### src/pas_pkg.sv
// package of shared constants and types, plus the bus slave front end for the axis read-back block
package pas_pkg;
  localparam int unsigned ADDR_W = 8;
  // register byte addresses
  localparam logic [ADDR_W-1:0] CTRL_OFS = 8'h00;
  localparam logic [ADDR_W-1:0] SELECT_OFS = 8'h04;
  localparam logic [ADDR_W-1:0] STATUS_OFS = 8'h08;
  localparam logic [ADDR_W-1:0] POSITION_OFS = 8'h0C;
  localparam logic [ADDR_W-1:0] FAULT_OFS = 8'h10;
  localparam logic [ADDR_W-1:0] IRQ_STATUS_OFS = 8'h14;
  localparam logic [ADDR_W-1:0] IRQ_MASK_OFS = 8'h18;
  // field positions
  localparam int unsigned CTRL_RUN_BIT = 0;
  localparam int unsigned CTRL_CLEAR_BIT = 1;
  localparam int unsigned SEL_SLOT_LSB = 0;
  localparam int unsigned SEL_AXIS_LSB = 8;
  localparam int unsigned IRQ_W = 4;
  localparam int unsigned IRQ_FAULT_BIT = 0;
  localparam int unsigned IRQ_MOVE_BIT = 1;
  localparam int unsigned IRQ_HALT_BIT = 2;
  localparam int unsigned IRQ_CLEAR_BIT = 3;
  // reset values and ranges
  localparam logic [7:0] SLOT_RESET = 8'h00;
  localparam logic [7:0] SLOT_MAX = 8'h1F;
  localparam logic [7:0] AXIS_RESET = 8'h01;
  localparam logic [7:0] AXIS_MIN = 8'h01;
  localparam logic [7:0] AXIS_MAX = 8'h04;
  localparam logic [IRQ_W-1:0] IRQ_MASK_RESET = 4'h0;
  localparam logic [31:0] POSITION_RESET = 32'h0000_0000;
  // fault codes
  localparam logic [3:0] NO_FAULT_VALUE = 4'h0;
  localparam logic [3:0] FAULT_SLOT_RANGE = 4'h1;
  localparam logic [3:0] FAULT_AXIS_RANGE = 4'h2;
  localparam logic [3:0] FAULT_NOT_STEPPING = 4'h3;
  localparam logic [3:0] FAULT_AXIS_ABSENT = 4'h4;
  // ahb and local bus encodings
  localparam logic [2:0] HSIZE_WORD = 3'h2;
  localparam int unsigned HTRANS_ACTIVE_BIT = 1;
  localparam logic [1:0] LB_OP_READ = 2'h0;
  localparam logic [1:0] LB_OP_CLEAR = 2'h1;

  typedef enum logic [2:0] {SEQ_IDLE, SEQ_CHECK, SEQ_ISSUE, SEQ_WAIT, SEQ_FAULT} pas_seq_t;

  // request toward the stepping output module
  typedef struct packed {
    logic req;
    logic [1:0] op;
    logic [4:0] slot;
    logic [1:0] axis;
  } pas_lbreq_t;

  // answer from the module, valid with ack
  typedef struct packed {
    logic ack;
    logic stepping;
    logic [2:0] axisCount;
    logic [31:0] position;
    logic emitting;
    logic halted;
  } pas_lbrsp_t;

  typedef struct packed {
    logic wrPend;
    logic [ADDR_W-1:0] wrAddr;
    logic [31:0] rdata;
    logic readyOut;
  } pas_port_t;
endpackage

// ahb-lite slave front end: zero wait states, read data latched at the address phase
module pas_ahb_port
(
  input wire logic clk,
  input wire logic rstn,
  input wire logic hsel,
  input wire logic [31:0] haddr,
  input wire logic [1:0] htrans,
  input wire logic hwrite,
  input wire logic [2:0] hsize,
  input wire logic hready,
  input wire logic [31:0] rdValue,
  output logic hreadyout,
  output logic hresp,
  output logic [31:0] hrdata,
  output logic rdEn,
  output logic [pas_pkg::ADDR_W-1:0] rdAddr,
  output logic wrEn,
  output logic [pas_pkg::ADDR_W-1:0] wrAddr
);
  import pas_pkg::*;

  pas_port_t q;
  pas_port_t d;
  logic take;
  logic mapped;

  // address phase decode; upper address bits must be zero, else unmapped
  assign take = hsel && htrans[HTRANS_ACTIVE_BIT] && hready && (hsize == HSIZE_WORD);
  assign mapped = (haddr[31:ADDR_W] == '0);
  assign rdAddr = haddr[ADDR_W-1:0];
  assign rdEn = take && !hwrite && mapped;
  assign wrEn = q.wrPend;
  assign wrAddr = q.wrAddr;
  assign hreadyout = q.readyOut;
  assign hresp = 1'b0;
  assign hrdata = q.rdata;

  // write applies in the data phase when hwdata is valid
  always_comb
  begin
    d = q;
    d.readyOut = 1'b1;
    d.wrPend = take && hwrite && mapped;
    d.wrAddr = haddr[ADDR_W-1:0];
    if (rdEn)
    begin
      d.rdata = rdValue;
    end
    else if (take)
    begin
      d.rdata = 32'h0000_0000; // unmapped or write reads zero
    end
  end

  always_ff @(posedge clk or negedge rstn)
  begin
    if (!rstn)
    begin
      q <= '{wrPend: 1'b0, wrAddr: '0, rdata: 32'h0000_0000, readyOut: 1'b1};
    end
    else
    begin
      q <= d;
    end
  end
endmodule

### src/pas_axis_status.sv
// stepping output axis status read-back: run control, position poll, clear and faults
module pas_axis_status
(
  input wire logic clk,
  input wire logic rstn,
  input wire logic hsel,
  input wire logic [31:0] haddr,
  input wire logic [1:0] htrans,
  input wire logic hwrite,
  input wire logic [2:0] hsize,
  input wire logic hready,
  input wire logic [31:0] hwdata,
  output logic hreadyout,
  output logic hresp,
  output logic [31:0] hrdata,
  output pas_pkg::pas_lbreq_t lbReq,
  input wire pas_pkg::pas_lbrsp_t lbRsp,
  output logic blockActive,
  output logic [31:0] currentStepPosition,
  output logic outputInProgress,
  output logic outputHalted,
  output logic faultFlag,
  output logic [3:0] faultCode,
  output logic irq
);
  import pas_pkg::*;

  typedef struct packed {
    pas_seq_t st;
    logic runRequest;
    logic clearLevel;
    logic clearPrev;
    logic clearPend;
    logic [7:0] slotIndex;
    logic [7:0] axisSelect;
    logic active;
    logic [31:0] position;
    logic moving;
    logic halted;
    logic fault;
    logic [3:0] code;
    logic [IRQ_W-1:0] irqStatus;
    logic [IRQ_W-1:0] irqMask;
    logic irq;
    pas_lbreq_t lb;
  } pas_state_t;

  pas_state_t q;
  pas_state_t d;
  logic rdEn;
  logic wrEn;
  logic [ADDR_W-1:0] rdAddr;
  logic [ADDR_W-1:0] wrAddr;
  logic [31:0] rdValue;
  logic [IRQ_W-1:0] events;
  logic clearDone;

  // register read mux, shared by the bus port
  function automatic logic [31:0] readReg(input logic [ADDR_W-1:0] a, input pas_state_t s);
    logic [31:0] v;
    v = 32'h0000_0000;
    unique case (a)
      CTRL_OFS:
      begin
        v[CTRL_RUN_BIT] = s.runRequest;
        v[CTRL_CLEAR_BIT] = s.clearLevel;
      end
      SELECT_OFS:
      begin
        v[SEL_SLOT_LSB +: 8] = s.slotIndex;
        v[SEL_AXIS_LSB +: 8] = s.axisSelect;
      end
      STATUS_OFS: v[3:0] = {s.fault, s.halted, s.moving, s.active};
      POSITION_OFS: v = s.position;
      FAULT_OFS: v[3:0] = s.code;
      IRQ_STATUS_OFS: v[IRQ_W-1:0] = s.irqStatus;
      IRQ_MASK_OFS: v[IRQ_W-1:0] = s.irqMask;
      default: v = 32'h0000_0000;
    endcase
    return v;
  endfunction

  // raise a fault and park the sequencer until the run request drops;
  // applied to the next-state copy so a bus write landing in the same cycle is kept
  function automatic pas_state_t raiseFault(input pas_state_t s, input logic [3:0] c);
    pas_state_t r;
    r = s;
    r.fault = 1'b1;
    r.code = c;
    r.st = SEQ_FAULT;
    r.lb.req = 1'b0;
    return r;
  endfunction

  assign rdValue = readReg(rdAddr, q);

  pas_ahb_port u_port
  (
    .clk(clk),
    .rstn(rstn),
    .hsel(hsel),
    .haddr(haddr),
    .htrans(htrans),
    .hwrite(hwrite),
    .hsize(hsize),
    .hready(hready),
    .rdValue(rdValue),
    .hreadyout(hreadyout),
    .hresp(hresp),
    .hrdata(hrdata),
    .rdEn(rdEn),
    .rdAddr(rdAddr),
    .wrEn(wrEn),
    .wrAddr(wrAddr)
  );

  // outputs straight from the state register
  assign lbReq = q.lb;
  assign blockActive = q.active;
  assign currentStepPosition = q.position;
  assign outputInProgress = q.moving;
  assign outputHalted = q.halted;
  assign faultFlag = q.fault;
  assign faultCode = q.code;
  assign irq = q.irq;

  // next state: bus writes, sequencer, clear edge, interrupt status
  always_comb
  begin
    d = q;
    clearDone = 1'b0;
    events = '0;

    // software writes steer the block
    if (wrEn)
    begin
      unique case (wrAddr)
        CTRL_OFS:
        begin
          d.runRequest = hwdata[CTRL_RUN_BIT];
          d.clearLevel = hwdata[CTRL_CLEAR_BIT];
        end
        SELECT_OFS:
        begin
          d.slotIndex = hwdata[SEL_SLOT_LSB +: 8];
          d.axisSelect = hwdata[SEL_AXIS_LSB +: 8];
        end
        IRQ_MASK_OFS: d.irqMask = hwdata[IRQ_W-1:0];
        default: d.irqMask = q.irqMask; // read-only or unmapped: ignored
      endcase
    end

    if (!q.runRequest)
    begin
      // release drops the request and puts the status outputs back to their defaults; irq still follows the interrupt status
      d.st = SEQ_IDLE;
      d.active = 1'b0;
      d.position = POSITION_RESET;
      d.moving = 1'b0;
      d.halted = 1'b0;
      d.fault = 1'b0;
      d.code = NO_FAULT_VALUE;
      d.clearPend = 1'b0;
      d.lb.req = 1'b0; // a late ack after release is ignored in idle
    end
    else
    begin
      unique case (q.st)
        SEQ_IDLE:
        begin
          d.active = 1'b1;
          d.st = SEQ_CHECK;
        end
        SEQ_CHECK:
        begin
          // selection is validated and frozen for the whole run
          if (q.slotIndex > SLOT_MAX)
          begin
            d = raiseFault(d, FAULT_SLOT_RANGE);
          end
          else if (q.axisSelect < AXIS_MIN || q.axisSelect > AXIS_MAX)
          begin
            d = raiseFault(d, FAULT_AXIS_RANGE);
          end
          else
          begin
            d.lb.slot = q.slotIndex[4:0];
            d.lb.axis = 2'(q.axisSelect - AXIS_MIN);
            d.st = SEQ_ISSUE;
          end
        end
        SEQ_ISSUE:
        begin
          // a pending clear goes out ahead of the next poll
          d.lb.req = 1'b1;
          if (q.clearPend)
          begin
            d.lb.op = LB_OP_CLEAR;
            d.clearPend = 1'b0;
          end
          else
          begin
            d.lb.op = LB_OP_READ;
          end
          d.st = SEQ_WAIT;
        end
        SEQ_WAIT:
        begin
          // request held until the module answers
          if (lbRsp.ack)
          begin
            d.lb.req = 1'b0;
            if (!lbRsp.stepping)
            begin
              d = raiseFault(d, FAULT_NOT_STEPPING);
            end
            else if ({1'b0, q.lb.axis} >= lbRsp.axisCount)
            begin
              d = raiseFault(d, FAULT_AXIS_ABSENT);
            end
            else if (q.lb.op == LB_OP_CLEAR)
            begin
              // the count itself is kept and zeroed inside the module
              clearDone = 1'b1;
              d.st = SEQ_ISSUE;
            end
            else
            begin
              d.position = lbRsp.position;
              // a zero rate parks the axis as halted after its last pulse
              d.halted = lbRsp.halted;
              d.moving = lbRsp.emitting && !lbRsp.halted;
              d.st = SEQ_ISSUE;
            end
          end
        end
        SEQ_FAULT:
        begin
          d.lb.req = 1'b0;
        end
        default:
        begin
          d.st = SEQ_IDLE;
        end
      endcase
    end

    // edge detect; set placed after the sequencer so a new edge wins over its clear
    d.clearPrev = q.clearLevel;
    if (q.clearLevel && !q.clearPrev && q.active && q.runRequest)
    begin
      d.clearPend = 1'b1;
    end

    // sticky events, read clears, a new event in the same cycle survives
    events[IRQ_FAULT_BIT] = d.fault && !q.fault;
    events[IRQ_MOVE_BIT] = d.moving && !q.moving;
    events[IRQ_HALT_BIT] = d.halted && !q.halted;
    events[IRQ_CLEAR_BIT] = clearDone;
    if (rdEn && rdAddr == IRQ_STATUS_OFS)
    begin
      d.irqStatus = events;
    end
    else
    begin
      d.irqStatus = q.irqStatus | events;
    end
    d.irq = |(d.irqStatus & d.irqMask);
  end

  // single state register
  always_ff @(posedge clk or negedge rstn)
  begin
    if (!rstn)
    begin
      q <= '{
        st: SEQ_IDLE,
        runRequest: 1'b0,
        clearLevel: 1'b0,
        clearPrev: 1'b0,
        clearPend: 1'b0,
        slotIndex: SLOT_RESET,
        axisSelect: AXIS_RESET,
        active: 1'b0,
        position: POSITION_RESET,
        moving: 1'b0,
        halted: 1'b0,
        fault: 1'b0,
        code: NO_FAULT_VALUE,
        irqStatus: '0,
        irqMask: IRQ_MASK_RESET,
        irq: 1'b0,
        lb: '{req: 1'b0, op: LB_OP_READ, slot: 5'h00, axis: 2'h0}
      };
    end
    else
    begin
      q <= d;
    end
  end
endmodule

### config.mk
export PLATFORM = sky130hd
export DESIGN_NAME = pas_axis_status
export DESIGN_NICKNAME = d
export VERILOG_FILES = /design/src/pas_pkg.sv /design/src/pas_axis_status.sv
export SDC_FILE = /design/constraint.sdc
export NUM_CORES = 1
export LEC_CHECK = 0
export BUFFER_PORTS_ARGS = -buffer_cell sky130_fd_sc_hd__buf_2
export CORE_MARGIN = 1.5
export CORE_UTILIZATION = 48
export DETAILED_ROUTE_END_ITERATION = 10
export HOLD_SLACK_MARGIN = 0.05
export PLACE_DENSITY = 0.78
export SYNTH_ARGS = -nofsm -noshare
export SYNTH_HDL_FRONTEND = slang
export SYNTH_SLANG_ARGS = --single-unit
### constraint.sdc
create_clock -name clk -period 2.5 [get_ports clk]
set_input_delay 0.125 -clock clk [delete_from_list [all_inputs] [get_ports clk]]
set_output_delay 0.125 -clock clk [all_outputs]
set_load 0.005 [all_outputs]
== Word-level counts from Yosys, hierarchy flattened ==
Index checks and enable logic that the tools add are counted.
W data, S select, Z words.

* $lt $le $gt $ge: 4
* Add/subtract/negate cells: 1
* Reductions and logical operators: 36
* Multiplexer cells: 47
* Eq/ne operators: 31
* Bitwise operators: 6

{| class="wikitable"
|+ Operators by type and width
! cell !! count
|-
| $mux W82 || 3
|-
| $pmux W48 S2 || 1
|-
| $mux W34 || 2
|-
| $mux W16 || 4
|-
| $mux W32 || 2
|-
| $mux W40 || 1
|-
| $eq A8 B5 Y1 const B || 4
|-
| $pmux W16 S2 || 1
|-
| $logic_not A24 Y1 || 1
|-
| $mux W24 || 1
|-
| $pmux W12 S2 || 1
|-
| $mux W17 || 1
|-
| $eq A8 B3 Y1 const B || 2
|-
| $eq A8 B4 Y1 const B || 2
|-
| $logic_not A8 Y1 || 2
|-
| $logic_and A1 B1 Y1 || 15
|-
| $pmux W3 S5 || 1
|-
| $ne A2 B2 Y1 const B || 7
|-
| $pmux W2 S7 || 1
|-
| $pmux W7 S2 || 1
|-
| $mux W3 || 4
|-
| $mux W4 || 3
|-
| $pmux W2 S6 || 1
|-
| $mux W1 || 10
|-
| 34 further kinds || 54
|}

* Register bits after elaboration: 123

== Depth between registers and ports, before layout ==
Gate-level depths: netlist of run 1.

* Depth after elaboration: 13
* Gate-level depth with buffers: 10
* Mapped depth without buffers: 8

== Modules after synthesis ==
A second synthesis of run 1 with hierarchy kept.

* Cells, all modules: 551
* Area total of the unflattened synthesis: 6132.1 sq um

{| class="wikitable"
|+ Modules (own cells, without submodules)
! module !! seq. area each (sq um) !! instances !! area each (sq um) !! cells an instance
|-
| pas_axis_status || 2003.2 || 1 || 4087.7 || 363
|-
| pas_ahb_port || 1026.0 || 1 || 2044.5 || 188
|}

== Worst setup path before layout of run 1 ==
No wires, ideal clock.

* Path type: register -> register
* Start: reg q[59] (netlist name)
* End: reg q, in the netlist lbReq[1]
* Required time: 2.375 ns
* Library setup time: 0.125 ns
* Cell stages (with the launch flop): 8
* Setup slack: 0.423 ns
* Arrival time: 1.953 ns
* Path buffers: 1
* Path through: dfstp_2 > inv_1 > ha_1 > or2_2 > a211oi_2 > and4_1 > buf_2 > mux2_2

* Cells in the longest elaborated chain, start to end: 4
* Elaborated cells on any way between the ends: 9
* Those cells by class: add/sub (1); order compare (2); mux (3); bitwise (1); reduce/logical (2)

{| class="wikitable"
|+ Ends and longest elaborated chain
! item !! RTL line !! source
|-
| start, declared || pas_axis_status.sv:48 || <nowiki>pas_state_t q;</nowiki>
|-
| start signal, assigned || pas_axis_status.sv:276 || <nowiki>q <= '{</nowiki>
|-
| $lt A8 B1 Y1 (tied with other cells) || pas_axis_status.sv:181 || <nowiki>else if (q.axisSelect < AXIS_MIN || q.axisSelect > AXIS_MAX)</nowiki>
|-
| $logic_or A1 B1 Y1 / $mux W7 (equally long branches) || pas_axis_status.sv:181 ||
|-
| $not A1 Y1 (no line) / $mux W82 (equally long branches) || - ||
|-
| $reduce_and A5 Y1 (no line) / $pmux W7 S2 (equally long branches) || - ||
|}

Parallel ways exist; a longest one is shown, timed or not. The select of a mux whose other input is x is not followed.
A chain may end at the register's enable or synchronous reset.

== Worst setup path in the final report of run 1 ==
* Start: reg q, in the netlist lbReq[0]
* End: reg q, in the netlist currentStepPosition[5]

* Cells in the longest elaborated chain, start to end: 3

{| class="wikitable"
|+ Ends and longest elaborated chain
! item !! RTL line !! source
|-
| $ge A2 B3 Y1 || pas_axis_status.sv:217 || <nowiki>else if ({1'b0, q.lb.axis} >= lbRsp.axisCount)</nowiki>
|-
| $ne A2 B2 Y1 (no line) || - ||
|-
| $reduce_and A6 Y1 (no line) || - ||
|}

No other way between the ends.

==> flow_metrics.py, run 1 <==
metrics = {
    "outcome": {
        "outcome": "complete, no violations",
    },
    "global_routing": {
        "grt_overflow": 0,
        "antenna_found_initial": 0,
        "grt_max_degree": 122,
        "grt_pass1_vias": 4620,
        "grt_use_total": 0.2496,
        "grt_pass1_wl_mm": 22.75,
    },
    "synthesis": {
        "synth-seq-area-share": 0.5482,
        "synth_top_area_frac": 0.5435,
        "syn-cell-area_um2": 5525,
        "ys_types": 55,
        "synth-seq-cells": 121,
        "synth_edf_count": 0,
        "syn_area_per_cell_um2": 11.39,
        "synthTopCellsByCount": "dfrtp_1 (120), a22o_1 (53), buf_4 (48)",
        "ys.flop_type": "dfrtp_1",
        "synth_top_cell_by_area": "dfrtp_1",
        "syn_inst": 485,
        "yosysWarnings": 0,
        "synthTopCellsByArea": "dfrtp_1 (54%), a22o_1 (8.4%), buf_4 (6.5%)",
        "async_reset_ff_frac": 1.000,
        "synth_most_common_cell": "dfrtp_1",
    },
    "routing": {
        "drc": 0,
        "drt_iter0_markers": 400,
        "routed_wl_mm": 14.77,
        "drtPass1Iterations": 5,
        "drt-wirelength-per-cell_um": 17.66,
        "antenna_left": 0,
        "viasPerCell": 5.494,
        "via_count": 4593,
    },
    "power_and_ir_drop": {
        "p_per_area_nw_per_um2": 649.5,
        "sw_frac_of_total": 0.2103,
        "p_comb_frac": 0.073,
        "leakagePower_nw": 3.798,
        "ir_drop_mv": 0.6523,
        "internal_power_w": 0.003841,
        "netSwitchingPower_w": 0.001023,
        "pwr-share-clk": 0.508,
        "p_seq_frac": 0.419,
    },
    "die": {
        "die_area_um2": 12160,
        "initial_utilization": 0.5009,
        "pin_count": 198,
        "fp.dieW_um": 110.3,
        "coreArea_um2": 11030,
        "rows": 38,
        "fp.dieH_um": 110.3,
    },
    "cts": {
        "cts_tree": "built",
        "ctsResizeCount": 0,
        "cts.reportedPaths.clkPinSlew_ns": 0.05,
        "htreeDepth": 4,
        "root_buffer": "clkbuf_16",
        "clock_path_buffers": 2,
        "clk_latency_ns": 0.41,
        "cts_buffers": 17,
        "cts.sinks": 121,
    },
    "timing": {
        "setup_viol": 0,
        "relSlewSlack": 0.5786,
        "worstMarginPinSlew_ns": 0.6321,
        "final_hold_viol_count": 0,
        "rsz0062_at_grt": "false",
        "drv_slew": 0,
        "fin_skew_ns": 0.01153,
        "tns_ns": 0,
        "period_minus_slack_ns": 2.247,
        "period_share": 0.8989,
        "clock.fmax_mhz": 445.0,
    },
    "finish": {
        "nets": 801,
        "n_antenna_cell": 0,
        "syn_to_final_growth_pct": 35.53,
        "drive_gt1_frac": 0.3693,
        "utilization": 0.6789,
    },
    "setup_path": {
        "cp-start-kind": "register",
        "cp_top_family": "compound AO/OA/AOI/OAI gates",
        "end_kind": "register",
        "cp_max_fo": 34,
        "critPathKind": "register to register",
        "r2r_slack_ns": 0.25,
        "slowest_delay_ns": 0.46,
        "crit_slowest_cell": "a221oi_2",
        "required_ns": 2.79,
        "worst-path-buf-inv": 2,
        "cp.arrival_ns": 2.53,
        "crit_chain": "inv_1, ha_1, nand2b_1, a221oi_2, nand2_1, and2_1, buf_12, a22o_1",
    },
    "min_path": {
        "hold_class": "primary input to register",
    },
    "flow_run": {
        "maxCapViolCount": 0,
    },
    "placed_design": {
        "portBuffers": 176,
        "dpl.hpwl_mm": 9.842,
        "globalplace.congestion": 0.9613,
    },
}
-- final timing paths --
| path | from | endpoint | cells past startpoint |
|---|---|---|---|
| min reg2reg | d[76] | q[76] | 0 |
| min | lbRsp[37] | faultCode[1] | 4 |
| max in group asynchronous | rstn | u_port.wrAddr[6] | 3 |
| max | lbReq[0] | currentStepPosition[5] | 8 |
| min in group asynchronous | rstn | currentStepPosition[13] | 3 |
| max reg2reg | lbReq[0] | currentStepPosition[5] | 8 |
-- layer usage --
layer / wire [µm] / track usage / part of all wire / vias to the layer above
met4: 206 / 0.08608 / 0.014 / 0
met2: 7447 / 0.4255 / 0.50 / 193
met1: 6124 / 0.3031 / 0.41 / 2280
met3: 987 / 0.07113 / 0.067 / 18
met5: 0 / 0 / 0 / -
li1: - / - / - / 2102
-- placed cells by master, fill, tap and decap left out, types with 5 or more instances in the layout --
master | Yosys | layout
dlygate4sd3_1 | 0 | 62
mux2i_1 | 5 | 5
nand2_1 | 32 | 32
buf_2 | 5 | 175
buf_4 | 48 | 12
nor2_1 | 12 | 12
dfrtp_1 | 120 | 120
mux2_2 | 25 | 25
a22o_1 | 53 | 53
o21ai_0 | 31 | 31
a21oi_1 | 8 | 8
a22oi_1 | 17 | 17
clkbuf_16 | 0 | 17
nand3_1 | 7 | 7
nor3_1 | 8 | 8
nor2b_1 | 8 | 8
inv_1 | 21 | 21
-- power groups by stage --
stage	clock network [W]	registers, W	logic (W)
after floorplan	0	0.00205	0.000127
after global placement	0	0.00207	0.000269
after detailed placement	0	0.00207	0.000278
after CTS	0.00251	0.00203	0.000355
after global routing	0.00260	0.00204	0.000392
final	0.00247	0.00204	0.000354
-- layout make-up --
type / instances / area [µm²]
clock buffers: 23 / 488.0
clock inverters: 8 / 117.6
fillers: 836 / 3542
inverters: 21 / 78.83
multi-input cells: 271 / 1953
flip-flops and latches: 121 / 3029
well taps: 140 / 175.2
repair buffers: 252 / 1647
-- flip-flops by register name, indices dropped and copies added, names as in the netlist --
signal,count
outputInProgress,1
u_port.hrdata,32
currentStepPosition,32
u_port.wrAddr,8
blockActive,1
q,30
outputHalted,1
u_port.wrEn,1
faultCode,3
lbReq,9
d,1
irq,1
faultFlag,1
-- worst register-to-register path, delay by kind of cell (launching register included) --
| family | cells | cell delay, ns |
|---|---|---|
| AOI/OAI and AO/OA | 2 | 0.69 |
| and+or+nand+nor | 3 | 0.57 |
| buffers and inverters | 2 | 0.24 |
| DFF | 1 | 0.35 |
| adders and majority gates | 1 | 0.27 |
-- stage by stage --
step	worst slack, ns	cells	power, W	area (µm²)	hold WS [ns]
3_3_place_gp	0.2781	743	0.002335	6262	0.2518
5_1_grt	0.05277	836	0.005033	7488	0.06814
4_1_cts	0.2257	836	0.004899	7488	0.05232
2_1_floorplan	0.4228	487	0.002176	5533	-0.1706
6_report	0.2529	836	0.004864	7488	0.06982
3_5_place_dp	0.2535	743	0.002346	6262	0.2511
-- cell families (layout without fill, tap and decap cells) --
| kind of cell | after synthesis | after routing | share of synthesized area |
|---|---|---|---|
| adder cells (fa/ha/maj) | 4 | 4 | 0.009058 |
| flip-flops | 121 | 121 | 0.5482 |
| other | 2 | 4 | 0.001359 |
| AND/OR/NAND/NOR | 104 | 104 | 0.1064 |
| buffers and inverters | 95 | 304 | 0.09964 |
| multiplexers | 30 | 30 | 0.06001 |
| AO/OA/AOI/OAI | 129 | 129 | 0.1753 |
-- timing repair --
item	in CTS	in global routing
endpoints found under the hold margin	186	0
endpoints found under the setup margin	0	0
hold buffers	62	0
setup buffers	0	0
(Power assumes the default switching activity.)
==> run 2, diff against run 1 <==
RECOVER_POWER = 25   (was default)
==> run 2 against run 1 <==
Net effect: the flow now finishes with violations (capacitance limit, slew limit); register-to-register slack hardly changed; critical path type unchanged; maximum frequency grew 0.46%; critical path depth is the same; flip-flop and latch count did not move; setup slack improved by 0.010 ns; core utilization decreased by 0.18 points; sequential share of layout area up 0.11 points; first-iteration DRC count fell by 2.8%; largest power group unchanged.
==> flow_metrics.py, run 2 (synthesis results as in run 1) <==
metrics = {
    "outcome": {
        "outcome": "complete, but fails checks",
        "violations": "capacitance limit, slew limit",
    },
    "setup_path": {
        "required_ns": 2.78,
        "reg2reg_from": "lbReq[0]",
        "slowest_delay_ns": 0.45,
        "crit_slowest_cell": "a221oi_2",
        "critPathLaunch": "lbReq[0]",
        "r2r_slack_ns": 0.26,
        "cp_top_family": "compound AO/OA/AOI/OAI gates",
        "cp_max_fo": 34,
        "crit_chain": "inv_1, ha_1, nand2b_1, a221oi_2, nand2_1, and2_1, buf_12, a22o_1",
        "critPathKind": "register to register",
        "end_kind": "register",
        "worst-path-buf-inv": 2,
        "cp.arrival_ns": 2.52,
        "cp-start-kind": "register",
    },
    "timing": {
        "drv_slew": 122,
        "fin_skew_ns": 0.01111,
        "period_minus_slack_ns": 2.237,
        "relSlewSlack": -0.07334,
        "setup_viol": 0,
        "worstMarginPinSlew_ns": 1.610,
        "layout_setup_ws_ns": 0.2632,
        "period_share": 0.8947,
        "tns_ns": 0,
        "rsz0062_at_grt": "false",
        "clock.fmax_mhz": 447.1,
        "final_hold_viol_count": 0,
    },
    "finish": {
        "final_cell_area_um2": 7468,
        "num-fill-cells": 842,
        "syn_to_final_growth_pct": 35.17,
        "drive_gt1_frac": 0.3606,
        "mostFrequentLayoutCell": "buf_2",
        "n_antenna_cell": 0,
        "layout_common_cells": "buf_2 (169), dfrtp_1 (120), dlygate4sd3_1 (62), a22o_1 (53), nand2_1 (32)",
        "nets": 801,
    },
    "routing": {
        "drt-wirelength-per-cell_um": 17.63,
        "via_count": 4583,
        "routed_wl_mm": 14.74,
        "drtPass1Iterations": 6,
        "viasPerCell": 5.482,
        "drt_iter0_markers": 389,
        "antenna_left": 0,
        "drc": 0,
    },
    "power_and_ir_drop": {
        "pwr-share-clk": 0.509,
        "internal_power_w": 0.003837,
        "p_per_area_nw_per_um2": 650.8,
        "p_seq_frac": 0.419,
        "netSwitchingPower_w": 0.001023,
        "sw_frac_of_total": 0.2105,
        "ir_drop_mv": 0.6513,
        "p_comb_frac": 0.072,
        "leakagePower_nw": 3.777,
    },
    "die": {
        "rows": 38,
        "pin_count": 198,
        "fp.dieW_um": 110.3,
        "die_area_um2": 12160,
        "fp.dieH_um": 110.3,
        "coreArea_um2": 11030,
        "initial_utilization": 0.5009,
    },
    "cts": {
        "root_buffer": "clkbuf_16",
        "cts_setup_buffers": 0,
        "clk_latency_ns": 0.41,
        "cts.reportedPaths.clkPinSlew_ns": 0.05,
        "ctsResizeCount": 0,
        "clock_path_buffers": 2,
        "cts.sinks": 121,
        "cts_tree": "built",
        "htreeDepth": 4,
        "cts_buffers": 17,
    },
    "min_path": {
        "hp-start": "lbRsp[37]",
        "hold_class": "primary input to register",
    },
    "placed_design": {
        "portBuffers": 176,
        "dpl.hpwl_mm": 9.842,
        "post-place-ws_ns": 0.2535,
        "post_dp_cell_area_um2": 6262,
        "globalplace.congestion": 0.9613,
    },
    "global_routing": {
        "grt_overflow": 0,
        "grt_use_total": 0.2496,
        "grt_pass1_vias": 4620,
        "grt_max_degree": 122,
        "grt_pass1_wl_mm": 22.75,
        "antenna_found_initial": 0,
    },
    "flow_run": {
        "maxCapViolCount": 1,
    },
}
-- run 2: routing by layer --
layer | vias up | GRT usage | share of wire
li1 | 2106 | - | -
met5 | - | 0 | 0
met4 | 0 | 0.08608 | 0.014
met3 | 18 | 0.07113 | 0.063
met2 | 188 | 0.4255 | 0.50
met1 | 2271 | 0.3031 | 0.42
-- run 2: cell type report --
type | instances | area (µm²) | share of cell area
Clock buffer | 23 | 488.0 | 0.06534
Timing Repair Buffer | 252 | 1627 | 0.2178
Clock inverter | 8 | 117.6 | 0.01575
Tap cell | 140 | 175.2 | 0.02345
Inverter | 21 | 78.83 | 0.01055
Sequential cell | 121 | 3029 | 0.4056
Multi-Input combinational cell | 271 | 1953 | 0.2615
-- run 2: metrics by stage --
stage	cells	power (W)	hold WS, ns	utilization
after detailed placement	743	0.002346	0.2511	0.5677
after floorplan	487	0.002176	-0.1706	-
after CTS	836	0.004899	0.05232	0.6789
after global placement	743	0.002335	0.2518	0.5677
final	836	0.004860	0.06960	0.6771
after global routing	836	0.005029	0.06814	0.6771
-- run 2: repair_timing --
item	4_1_cts	5_1_grt
setup endpoints to repair	0	0
hold buffers	62	0
endpoints found under the hold margin	186	0
-- run 2: tightest hold or removal path, cell delays in order --
cell,delay [ns]
buf_2,0.09
inv_1,0.06
nand2_1,0.08
a21boi_0,0.08
-- run 2: worst paths after layout --
| kind | endpoint | cells after the start |
|---|---|---|
| max | currentStepPosition[22] | 8 |
| min | faultCode[1] | 4 |
| max reg2reg | currentStepPosition[22] | 8 |
| min reg2reg | q[76] | 0 |
| max in group asynchronous | u_port.wrAddr[6] | 3 |
| min in group asynchronous | currentStepPosition[13] | 3 |
-- run 2: power by group through the flow --
stage | registers, W | clock network [W] | logic (W)
floorplan | 0.00205 | 0 | 0.000127
global placement | 0.00207 | 0 | 0.000269
detailed placement | 0.00207 | 0 | 0.000278
CTS | 0.00203 | 0.00251 | 0.000355
global route | 0.00204 | 0.00260 | 0.000388
finish | 0.00204 | 0.00247 | 0.000350
==> run 3, diff against run 2 <==
CTS_BUF_LIST = sky130_fd_sc_hd__clkbuf_8   (was default)
REMOVE_ABC_BUFFERS = 1   (was default)
==> run 3 against run 2 <==
Net effect: the run now ends clean; count of clock-buffer cells in the layout shrank 6; via count is 0.83% higher; setup slack worse by 0.070 ns; total power is 11% lower; final area is 2.3% lower; final cell count is the same; clock skew is 0.0026 ns higher; critical path type unchanged; critical endpoint is now irq; sequential share of layout area up 0.97 points; clock power fell by 22%; highest routed layer unchanged; worst hold slack improved by 0.12 ns.
==> flow_metrics.py, run 3 (synthesis results as in run 1) <==
metrics = {
    "global_routing": {
        "grt_overflow": 0,
        "antenna_found_initial": 0,
        "grt_use_total": 0.2548,
        "grt_max_degree": 73,
        "grt_pass1_wl_mm": 22.92,
        "grt_pass1_vias": 4444,
    },
    "die": {
        "initial_utilization": 0.5009,
        "coreArea_um2": 11030,
        "fp.dieH_um": 110.3,
        "fp.dieW_um": 110.3,
        "pin_count": 198,
        "rows": 38,
        "die_area_um2": 12160,
    },
    "setup_path": {
        "cp.arrival_ns": 2.61,
        "end_kind": "register",
        "cp_max_fo": 4,
        "required_ns": 2.80,
        "cp-start-kind": "register",
        "critPathKind": "register to register",
    },
    "finish": {
        "stdcell_count": 836,
        "num-fill-cells": 832,
        "drive_gt1_frac": 0.3448,
        "syn_to_final_growth_pct": 32.02,
        "utilization": 0.6613,
        "mostFrequentLayoutCell": "buf_2",
        "n_antenna_cell": 0,
        "layout_common_cells": "buf_2 (156), dfrtp_1 (120), dlygate4sd3_1 (63), a22o_1 (53), nand2_1 (32)",
        "nets": 801,
    },
    "placed_design": {
        "dpl.hpwl_mm": 10.35,
        "portBuffers": 176,
        "dp.cells": 742,
        "globalplace.congestion": 0.8632,
    },
    "power_and_ir_drop": {
        "ir_drop_mv": 0.3373,
        "total_power_w": 0.004303,
        "p_seq_frac": 0.472,
        "p_per_area_nw_per_um2": 589.9,
        "netSwitchingPower_w": 0.001041,
        "leakagePower_nw": 3.634,
        "pwr-share-clk": 0.445,
        "internal_power_w": 0.003262,
        "p_comb_frac": 0.083,
        "sw_frac_of_total": 0.2419,
    },
    "cts": {
        "cts_setup_buffers": 0,
        "htreeDepth": 4,
        "clock_path_buffers": 2,
        "clk_latency_ns": 0.44,
        "root_buffer": "clkbuf_8",
        "cts_tree": "built",
        "cts.reportedPaths.clkPinSlew_ns": 0.08,
        "cts.sinks": 121,
        "ctsResizeCount": 0,
        "cts_buffers": 17,
        "cts_hold_buf": 63,
    },
    "routing": {
        "via_count": 4621,
        "drt_iter0_markers": 372,
        "viasPerCell": 5.528,
        "routed_wl_mm": 15.46,
        "drc": 0,
        "drtPass1Iterations": 5,
        "antenna_left": 0,
        "drt-wirelength-per-cell_um": 18.49,
    },
    "timing": {
        "period_share": 0.9229,
        "fin_skew_ns": 0.01371,
        "setup_viol": 0,
        "period_minus_slack_ns": 2.307,
        "clock.fmax_mhz": 433.4,
        "rsz0062_at_grt": "false",
        "worstMarginPinSlew_ns": 1.276,
        "final_hold_viol_count": 0,
        "relSlewSlack": 0.1491,
        "drv_slew": 0,
        "tns_ns": 0,
        "whs_ns": 0.1900,
    },
    "min_path": {
        "hold_class": "primary input to register",
    },
    "flow_run": {
        "maxCapViolCount": 0,
    },
    "outcome": {
        "outcome": "complete, no violations",
    },
}
-- run 3: power groups by stage --
stage	clock, W	sequential [W]	combinational (W)
6_report	0.00192	0.00203	0.000356
5_1_grt	0.00203	0.00203	0.000393
4_1_cts	0.00194	0.00203	0.000356
3_5_place_dp	0	0.00207	0.000280
3_3_place_gp	0	0.00206	0.000269
2_1_floorplan	0	0.00205	0.000101
-- run 3: critical path: stages (launching register included) --
cell	delay (ns)
dfstp_2	0.55
inv_1	0.08
ha_1	0.19
or2_2	0.27
a211oi_2	0.32
nand2_1	0.13
a21oi_1	0.36
o22a_1	0.20
o211ai_1	0.08
-- run 3: final timing paths --
| check | startpoint | to | slack [ns] | depth (start not counted) |
|---|---|---|---|---|
| setup / recovery | q[59] | irq | 0.19 | 8 |
| hold / removal | lbRsp[36] | outputHalted | 0.19 | 5 |
| setup reg to reg | q[59] | irq | 0.19 | 8 |
| hold reg to reg | d[76] | q[76] | 0.44 | 0 |
| max in group asynchronous | rstn | faultFlag | 0.95 | 3 |
| min in group asynchronous | rstn | u_port.wrAddr[4] | 0.53 | 2 |
-- run 3: per-stage QoR --
step / worst slack [ns] / cell area, µm²
2_1_floorplan: 0.1059 / 5061
3_3_place_gp: 0.2362 / 6260
3_5_place_dp: 0.2034 / 6260
4_1_cts: 0.1959 / 7321
5_1_grt: 0.01765 / 7295
6_report: 0.1928 / 7295
-- run 3: layer usage --
layer,global-route usage,vias up,share of wire
li1,-,2099,-
met1,0.3172,2285,0.41
met2,0.4312,213,0.50
met3,0.06526,24,0.074
met4,0.08700,0,0.021
met5,0,-,0
-- run 3: layout make-up --
type                            instances  area (µm²)  share of cell area
Clock buffer                           17       234.0             0.03208
Clock inverter                         14       196.4             0.02693
Inverter                               21       78.83             0.01081
Multi-Input combinational cell        271        1958              0.2684
Sequential cell                       121        3029              0.4153
Tap cell                              140       175.2             0.02401
Timing Repair Buffer                  252        1623              0.2225
